`src/inc/cid_params.svh`:
```
`ifndef CID_PARAMS_SVH
`define CID_PARAMS_SVH

// =====================================================================
// Register map
`define CID_ENTRY_OFFSET      10'h004

// =====================================================================
// Entry field positions (vector index, bit 31 is the leftmost field)
`define CID_F_PRIMARY         31
`define CID_F_EXT_HI          30
`define CID_F_EXT_LO          20
`define CID_F_EXT_WILD_HI     25
`define CID_F_PRIV            19
`define CID_F_SRC1            18
`define CID_F_SRC2            17
`define CID_F_WBACK           16
`define CID_F_CR_EN           15
`define CID_F_CR_HI           13
`define CID_F_CR_LO           11
`define CID_F_REGNUM_HI       9
`define CID_F_REGNUM_LO       6
`define CID_F_TYPE_HI         5
`define CID_F_TYPE_LO         4
`define CID_F_WILDCARD        1
`define CID_F_ENABLE          0

// Bits that hold storage; reserved bits 14, 10, 3 and 2 read as zero unless ENTRY_INIT sets them
`define CID_ENTRY_MASK        32'hFFFF_BBF3

// =====================================================================
// Opcode values and entry reset word
`define CID_PRIMARY_OP0       6'h00
`define CID_PRIMARY_OP4       6'h04
`define CID_ENTRY_RESET       32'h0000_0000

`endif

```
`src/inc/cid_pkg.sv`:
```
package cid_pkg;

    typedef enum logic [1:0] {
        CID_EARLY_CONFIRM = 2'h0,
        CID_LATE_CONFIRM  = 2'h1,
        CID_AUTONOMOUS    = 2'h2,
        CID_SET_POINTER   = 2'h3
    } cid_exec_t;

endpackage : cid_pkg

```
`src/cid_decode.sv`:
```
`timescale 1ns/100ps
`include "cid_params.svh"

// Overview of operation
// - Every entry is loaded at reset from its own init attribute.
// - Bit 0 picks primary opcode 0 or 4; bits 1:11 hold extended opcode.
// - Entry bit 12 set: instruction allowed only in privileged mode.
// - Entry bit 13 set: read first source operand from register file.
// - Entry bit 14 set: read second source operand from register file.
// - Entry bit 15 set: write result into target register.
// - Entry bit 16 set: return condition bits to field named by bits 18:20.
// - Condition field selector has no effect while condition return is off.
// - Bits 26:27 give type: early, late, autonomous, or set pointer.
// - Register number only sets pointer when type is 11; still readable.
// - Wildcard bit 30 set: compare extended bits 6:11 only, else all.
// - Only entries with bit 31 set take part in decode.

module cid_decode #(
    parameter int                      NUM_ENTRIES = 16,
    parameter logic [NUM_ENTRIES-1:0][31:0] ENTRY_INIT = '0
) (
    input  wire logic                  clk_sys,
    input  wire logic                  rst,
    // Control register bus slave
    input  wire logic                  reg_en,
    input  wire logic                  reg_wr,
    input  wire logic [9:0]            reg_addr,
    input  wire logic [31:0]           reg_wdata,
    output logic      [31:0]           reg_rdata,
    output logic                       reg_ack,
    // Instruction from the pipeline
    input  wire logic                  instr_valid,
    input  wire logic [31:0]           instr,
    input  wire logic                  priv_mode,
    // Decode result, one cycle after instr_valid, and the entry pointer
    output logic                       dec_valid,
    output logic                       dec_hit,
    output logic [3:0]                 dec_entry,
    output logic                       dec_permitted,
    output logic                       dec_priv_fault,
    output logic                       privileged_only,
    output logic                       first_source_read_enable,
    output logic                       second_source_read_enable,
    output logic                       result_writeback_enable,
    output logic                       condition_return_enable,
    output logic [2:0]                 condition_target_select,
    output cid_pkg::cid_exec_t         dec_exec_type,
    output logic [3:0]                 entry_pointer
);
    import cid_pkg::*;

    // =================================================================
    // Parameter check
    // Pointer and entry index are four bits wide; a larger table
    // would need wider ports, and any size other than 16 is refused while elaborating
    if (NUM_ENTRIES != 16) begin : g_bad_entries
        $error("cid_decode: the 4-bit pointer serves exactly 16 entries");
    end

    // =================================================================
    // State
    // Whole module state; one process computes the next copy, one registers it
    typedef struct packed {
        logic [NUM_ENTRIES-1:0][31:0] entry;
        logic [3:0]                   ptr;
        logic [31:0]                  rdata;
        logic                         ack;
        logic                         valid;
        logic                         hit;
        logic [3:0]                   idx;
        logic                         permitted;
        logic                         fault;
        logic                         priv;
        logic                         src1;
        logic                         src2;
        logic                         wback;
        logic                         cr_en;
        logic [2:0]                   cr_sel;
        cid_exec_t                    etype;
    } cid_state_t;

    cid_state_t state;
    cid_state_t next_state;

    // =================================================================
    // Entry fields
    // Type field, read both when a write arrives and when an entry matches
    function automatic cid_exec_t cid_type_of(input logic [31:0] e);
        return cid_exec_t'(e[`CID_F_TYPE_HI:`CID_F_TYPE_LO]);
    endfunction : cid_type_of

    // Privileged-only entries are refused outside privileged mode
    function automatic logic cid_priv_ok(input logic [31:0] e, input logic p);
        return !e[`CID_F_PRIV] || p;
    endfunction : cid_priv_ok

    // =================================================================
    // Entry match
    // A disabled entry never matches, whatever its opcode fields hold
    function automatic logic cid_match(input logic [31:0] e, input logic [31:0] ins);
        logic [5:0]  prim;
        logic        ext_ok;
        // Both primary opcodes share one select bit
        prim = e[`CID_F_PRIMARY] ? `CID_PRIMARY_OP4 : `CID_PRIMARY_OP0;
        // Wildcard leaves the primary opcode and only the low six extended opcode bits in the compare
        if (e[`CID_F_WILDCARD]) begin
            ext_ok = (e[`CID_F_EXT_WILD_HI:`CID_F_EXT_LO] == ins[5:0]);
        end else begin
            ext_ok = (e[`CID_F_EXT_HI:`CID_F_EXT_LO] == ins[10:0]);
        end
        return e[`CID_F_ENABLE] && (ins[31:26] == prim) && ext_ok;
    endfunction : cid_match

    // =================================================================
    // Entry select
    logic [31:0] sel_entry;
    logic        sel_hit;
    logic [3:0]  sel_idx;

    // Lowest index wins when software leaves two entries overlapping
    always_comb begin
        sel_entry = 32'h0000_0000;
        sel_hit   = 1'b0;
        sel_idx   = 4'h0;
        // Counting down lets the lowest matching index overwrite the others
        for (int i = NUM_ENTRIES - 1; i >= 0; i--) begin
            if (cid_match(state.entry[i], instr)) begin
                sel_entry = state.entry[i];
                sel_hit   = 1'b1;
                sel_idx   = 4'(i);
            end
        end
    end

    // =================================================================
    // Next state
    logic        bus_hit;
    logic [31:0] wmask;

    always_comb begin
        next_state = state;
        bus_hit    = reg_en && (reg_addr == `CID_ENTRY_OFFSET);
        wmask      = reg_wdata & `CID_ENTRY_MASK;

        // Bus slave: ack one cycle after a request at our offset only.
        // A request still held in the ack cycle is not taken a second time.
        next_state.ack = bus_hit && !state.ack;
        if (bus_hit && !state.ack) begin
            if (reg_wr) begin
                // The pointer never steps by itself: software reloads it per entry
                if (cid_type_of(reg_wdata) == CID_SET_POINTER) begin
                    next_state.ptr = reg_wdata[`CID_F_REGNUM_HI:`CID_F_REGNUM_LO];
                end else begin
                    // Reserved bits are dropped so a written entry never reads back stray ones
                    next_state.entry[state.ptr] = wmask;
                end
                next_state.rdata = 32'h0000_0000;
            end else begin
                next_state.rdata = state.entry[state.ptr];
            end
        end

        // Decode: outputs other than dec_valid only meaningful with a hit; zero otherwise
        next_state.valid     = instr_valid;
        next_state.hit       = instr_valid && sel_hit;
        next_state.idx       = sel_idx;
        next_state.priv      = sel_entry[`CID_F_PRIV];
        // Fault and permit both go out so the pipeline needs no decode of its own;
        // privileged mode is the one sampled with the instruction
        next_state.fault     = instr_valid && sel_hit
                               && !cid_priv_ok(sel_entry, priv_mode);
        next_state.permitted = instr_valid && sel_hit
                               && cid_priv_ok(sel_entry, priv_mode);
        next_state.src1      = sel_entry[`CID_F_SRC1];
        next_state.src2      = sel_entry[`CID_F_SRC2];
        next_state.wback     = sel_entry[`CID_F_WBACK];
        next_state.cr_en     = sel_entry[`CID_F_CR_EN];
        next_state.cr_sel    = sel_entry[`CID_F_CR_EN] ?
                               sel_entry[`CID_F_CR_HI:`CID_F_CR_LO] : 3'h0;
        next_state.etype     = cid_type_of(sel_entry);
        // Options are forced to zero on a miss so a stale entry never leaks out
        if (!(instr_valid && sel_hit)) begin
            next_state.priv   = 1'b0;
            next_state.src1   = 1'b0;
            next_state.src2   = 1'b0;
            next_state.wback  = 1'b0;
            next_state.cr_en  = 1'b0;
            next_state.cr_sel = 3'h0;
            next_state.etype  = CID_EARLY_CONFIRM;
            next_state.idx    = 4'h0;
        end
    end

    // =================================================================
    // State register
    // Reset reloads every entry from its init attribute; no software step needed
    always_ff @(posedge clk_sys) begin
        if (rst) begin
            state       <= '0;
            state.entry <= ENTRY_INIT;
        end else begin
            state <= next_state;
        end
    end

    // =================================================================
    // Outputs
    // Every output comes straight from a flip-flop of the state
    assign reg_rdata                 = state.rdata;
    assign reg_ack                   = state.ack;
    assign dec_valid                 = state.valid;
    assign dec_hit                   = state.hit;
    assign dec_entry                 = state.idx;
    assign dec_permitted             = state.permitted;
    assign dec_priv_fault            = state.fault;
    assign privileged_only           = state.priv;
    assign first_source_read_enable  = state.src1;
    assign second_source_read_enable = state.src2;
    assign result_writeback_enable   = state.wback;
    assign condition_return_enable   = state.cr_en;
    assign condition_target_select   = state.cr_sel;
    assign dec_exec_type             = state.etype;
    assign entry_pointer             = state.ptr;

endmodule : cid_decode

```
`config.mk`:
```
export PLATFORM = sky130hd
export DESIGN_NAME = cid_decode
export DESIGN_NICKNAME = d
export VERILOG_FILES = /design/src/inc/cid_pkg.sv /design/src/cid_decode.sv
export VERILOG_INCLUDE_DIRS = /design/src /design/src/inc
export SDC_FILE = /design/constraint.sdc
export NUM_CORES = 1
export LEC_CHECK = 0
export ABC_AREA = 1
export BUFFER_PORTS_ARGS = -buffer_cell sky130_fd_sc_hd__buf_2
export CAP_MARGIN = 40
export CORE_MARGIN = 1.5
export CORE_UTILIZATION = 45
export DETAILED_ROUTE_END_ITERATION = 8
export GPL_TIMING_DRIVEN = 0
export SLEW_MARGIN = 20
export SYNTH_ARGS = -nofsm -noshare
export SYNTH_HDL_FRONTEND = slang
export SYNTH_SLANG_ARGS = --single-unit
```
`constraint.sdc`:
```
create_clock -name clk_sys -period 1.95 [get_ports clk_sys]
set_input_delay 0.195 -clock clk_sys [delete_from_list [all_inputs] [get_ports clk_sys]]
set_output_delay 0.195 -clock clk_sys [all_outputs]
set_load 0.02 [all_outputs]
```
After elaboration in Yosys (flattened, before gate mapping) --
Index checks and enable logic that the tools add are counted.
Cells by class: equality and inequality tests 50, order comparisons 2, bitwise logic cells 3, mux-type cells 85, reductions and logical operators 50
Operators with widths (count):
- $bwmux 512 | 1
- $mux 20 | 16
- $eq 11x11->1 | 16
- $bmux 32 s4 | 1
- $demux 32 s4 | 1
- $eq 6x3->1 | 16
- $eq 6x6->1 | 16
- $mux 32 | 3
- $mux 3 | 20
- $logic_and 1x1->1 | 38
- $mux 1 | 33
- $mux 4 | 8
- $eq 10x3->1 const B | 1
- $reduce_or 10->1 | 1
- $reduce_and 3->1 | 2
- $reduce_or 3->1 | 2
- $reduce_or 6->1 | 1
- $lt 4x5->1 const B | 1
- $ge 4x1->1 const B | 1
- $mux 2 | 2
- $reduce_or 4->1 | 1
- $logic_not 1->1 | 3
- $not 1->1 | 3
- $eq 2x2->1 const B | 1
- other kinds (2) | 2
Word-level totals: logic and storage cells 224, flip-flop bits (word level) 567

Depth between registers and ports, before layout --
word-level depth 24, gate-level depth with buffers 28, depth with buffers taken out 26

Worst setup path after synthesis --
OpenSTA, ideal clock, no wires.
path kind register -> register, start register state, in the netlist reg_ack, end register state[160] (netlist name), data required time 1.813 ns, path slack -0.133 ns, buffers on the path 2, stages on the path, launching flop included 9, arrival 1.946 ns, clock period less this slack 2.083 ns, path through dfxtp_1 -> nor4b_1 -> nand3_1 -> nor3_1 -> nand3_1 -> nor2_1 -> clkbuf_1 -> clkbuf_1 -> a211oi_1
On the way: cells in the longest elaborated chain, start to end 3
RTL lines:
- from (decl) | line cid_decode.sv:82 | cid_state_t state;
- from (signal assigned) | line cid_decode.sv:202 | state <= next_state;
- $logic_not 1->1 | line cid_decode.sv:148 | if (bus_hit && !state.ack) begin
- $logic_and 1x1->1 | line cid_decode.sv:148
- $reduce_and 3->1 (no line)
Every way passes these cells. A chain may end at the register's enable or synchronous reset.

Final worst setup path --
start register state[498] (netlist name), end register state, in the netlist dec_exec_type[1]
On the way: cells in the longest elaborated chain, start to end 20, elaborated cells between the ends (all ways) 34, those cells by class 1 x eq/ne; 29 x mux; 1 x bitwise; 3 x reduce/logical
RTL lines:
- $eq 11x11->1 (*) | line cid_decode.sv:109 | ext_ok = (e[`CID_F_EXT_HI:`CID_F_EXT_LO] == ins[10:0]);
- $mux 1 (*) | line cid_decode.sv:106 | if (e[`CID_F_WILDCARD]) begin
- $logic_and 1x1->1 (*) | line cid_decode.sv:111 | return e[`CID_F_ENABLE] && (ins[31:26] == prim) && ext_ok;
- $mux 1 (14 in a row) | line cid_decode.sv:127 | if (cid_match(state.entry[i], instr)) begin
- $logic_and 1x1->1 | line cid_decode.sv:182 | if (!(instr_valid && sel_hit)) begin
- $not 1->1 (no line)
- $reduce_or 2->1 (no line)
Mark *: on every way between the ends. The rest lies on a longest branch, timed or not.

==> flow_summary.ini <==
[synthesis]
synth_edf_count = 0
async_flop_share_pct = 0
ys_seq_area_share_pct = 39.9
syn_inst = 3438
ys_seq_elements = 499
ys_top_cells_by_count = nand2_1, dfxtp_1, nor2_1, a21oi_1, o21ai_0
synth_area_leaders = dfxtp_1, nand2_1, a211oi_1, a21oi_1, o21ai_0
syn_area_um2 = 25000
ys.warnings.count = 0
syn_avg_cell_area_um2 = 7.28
synthFlopType = dfxtp_1
yosysMostFrequentCell = nand2_1
synth.top_cell.area_share_pct = 39.9
yosysTopAreaCell = dfxtp_1
synth_cell_type_count = 55

[global_routing]
grt-ovfl-total = 0
grt_util_met2_pct = 65.9
met3_usage_pct = 21.1
track_usage_pct = 48.4
antenna_found_initial = 7
grt.busiest_layer = met2
grt_pass1_vias = 27200
use_met1_pct = 62.5
grt_pass1_wl_mm = 196
grt_max_degree = 14

[final_layout]
layout-drive-gt1-share_pct = 32.9
layout.nets = 3900
design_area_um2 = 35700
regArea_um2 = 10100
area_growth_syn_to_layout_pct = 42.6
multi_input_area_um2 = 15200
stdcell_count = 4607
nFillCells = 4457

[setup_path]
cp-start-kind = flip-flop
crit_family = simple AND/OR/NAND/NOR gates
crit_chain = or2_4 > a21oi_2 > nand2_1 > o21bai_1 > nand2_2 > nand2_1 > inv_4 > nand2_1 > a21oi_1 > o21bai_1 > nand2_1 > nand2_1 > nand2_1 > nand2_1 > nand2_1 > nand2_1 > nand2_1 > nand2_1 > nand2_1 > nand2_1
crit_type = reg -> reg
critPathCapture = dec_exec_type[1]
arrival_ns = 3.24
cp.required_ns = 2.53
cpPeakStageDelay_ns = 0.32
rr_worst_depth = 20
worstSetupEndpointType = flip-flop
startpoint = state[498]
rrSetupSlack_ns = -0.71
crit_slowest_cell = dfxtp_2
critical_path_buf_inv_count = 1
cp.depth = 20
r2r_start = state[498]
crit_top_cell = nand2_1
critPathMaxFanout = 6
timing.rr.end = dec_exec_type[1]

[clock_network]
worstSkewPairLatency_ns = 0.65
cts_tree = built
htree_levels = 2
cts_buffer_depth = 3
cts_made_buffers = 55
clk_pin_slew_ns = 0.07
clock-root-buffer = clkbuf_16
cts.sinks = 499

[timing]
skew_ns = 0.0268
setup_viol = 458
setup_slack_ns = -0.710
slew_headroom_pct = 32.8
worst_slew_pin_slew_ns = 1.01
fin_crit_sh_pct = 136
layout_min_cycle_time_ns = 2.66
final_hold_viol_count = 0
rsz0062_at_grt = yes
slew_violations = 0
fmax_mhz = 376

[place]
place_congestion = 1.09
dp.cells = 4320
placed_cell_area_um2 = 27000
port_buffers = 102
hpwlAfterDp_mm = 107

[pwr]
vdd_drop_max_uv = 659
leakage_nw = 13.6
finalPower_w = 0.0226
powerDensity_nw_per_um2 = 635

[drt]
first_pass_iters = 8
drc_errors = 0
wl_per_cell_um = 32.4
vias = 30500
wirelength_mm = 149
drtAntennaViolNets = 0
dr.first_iter.drc_count = 4816
via_per_inst = 6.61

[run_status]
status = complete, but fails checks
violations = negative setup slack

[floorplanning]
io_pins = 135
die-height_um = 239
die_w_um = 239
row_count = 86
initial_core_util_pct = 45.5
die_area_um2 = 57000
core-area_um2 = 55000

[flow_run]
max_cap_viol_count = 0

[hold_path]
hp-class = in -> reg
## how the worst min path moves through the flow
stage	start	to	slack, ns	cells past startpoint
6_report	reg_wdata[8]	state[543]	0.07	3
5_1_grt	rst	dec_valid	0.06	2
4_1_cts	reg_wdata[12]	state[163]	0.01	3
3_5_place_dp	priv_mode	dec_priv_fault	0.38	2
3_3_place_gp	priv_mode	dec_priv_fault	0.37	2
2_1_floorplan	priv_mode	dec_priv_fault	0.27	1
## cells by family after synthesis
group,Yosys count,share of synthesized area (%)
AOI/OAI and AO/OA,1111,27.4
muxes,1,0.0450
buffers and inverters,586,10.2
DFF,499,39.9
and+or+nand+nor,1151,19.3
other,1,0.0150
xor gates and xnor gates,89,3.12
## power by group
part | switching [W] | internal (W) | total (W)
registers | 0.000000406 | 0.0102 | 0.0102
logic | 0.00101 | 0.000292 | 0.00130
clock network | 0.00469 | 0.00647 | 0.0112
total | 0.00570 | 0.0169 | 0.0226
## what timing repair did
item	in CTS	in global routing
setup buffers	85	68
hold buffers	4	0
gates resized for setup	716	556
endpoints found under the hold margin	12	0
gates cloned	17	27
endpoints found under the setup margin	495	497
pin swaps	147	157
## area by class of cell
cell class                      instances  share of cell area [%]
Sequential cell                       499                    28.2
Antenna cell                            3                  0.0210
Clock buffer                           71                    4.22
Inverter                              247                    2.74
Multi-Input combinational cell       2356                    42.7
Clock inverter                         22                   0.937
Tap cell                              748                    2.62
Timing Repair Buffer                  325                    9.62
Buffer                                336                    8.90
## registers in the layout (all words and copies together) (netlist names), 2 cells and up
register,count
state,448
reg_rdata,28
dec_entry,4
entry_pointer,4
condition_target_select,3
dec_exec_type,2
## cells in the final DEF, fill, tap and decap left out, types with 17 or more instances in the layout
cell | Yosys | layout
nor2_4 | 2 | 58
a21oi_1 | 304 | 289
xor2_1 | 55 | 55
nor2_2 | 3 | 36
buf_8 | 0 | 55
a211oi_1 | 236 | 106
nand4_1 | 35 | 35
nand2_2 | 10 | 57
a211oi_2 | 1 | 130
nor2_1 | 385 | 296
o21ai_0 | 292 | 270
buf_6 | 13 | 64
nand2_4 | 3 | 17
o211ai_1 | 52 | 52
nand3_1 | 134 | 118
clkbuf_4 | 0 | 30
clkbuf_16 | 0 | 100
inv_2 | 16 | 34
buf_2 | 39 | 114
a22oi_1 | 112 | 18
inv_1 | 224 | 194
a31oi_1 | 29 | 17
o221ai_1 | 27 | 21
clkbuf_8 | 0 | 36
xnor2_1 | 34 | 34
dfxtp_1 | 499 | 449
buf_12 | 0 | 48
clkbuf_1 | 220 | 102
dfxtp_2 | 0 | 41
buf_4 | 57 | 159
a22oi_2 | 0 | 94
nand2_1 | 521 | 454
## metal layers
metal / share of wire, % / vias to the layer above / routed length [µm]
met5: 0.035 / - / 52
met4: 8.4 / 8 / 12600
met3: 16 / 731 / 23200
met2: 39 / 2675 / 57900
met1: 37 / 14500 / 55500
li1: - / 12600 / -
## through the flow
step	setup WS, ns	util, %	setup TNS [ns]	hold WS [ns]
floorplan	-0.0614	-	-0.367	0.267
global placement	-1.98	48.4	-351.20	0.369
detailed placement	-1.89	49.1	-375.63	0.376
CTS	-0.502	59.5	-76.40	0.0130
global route	-0.761	64.9	-105.68	0.0650
finish	-0.710	64.9	-83.42	0.0704
## worst min-delay path, delay by kind of cell
| family | cells | cell delay (ns) |
|---|---|---|
| AO/OA/AOI/OAI | 1 | 0.11 |
| buffers and inverters | 2 | 0.36 |
Power figures use the tool's default switching activity.
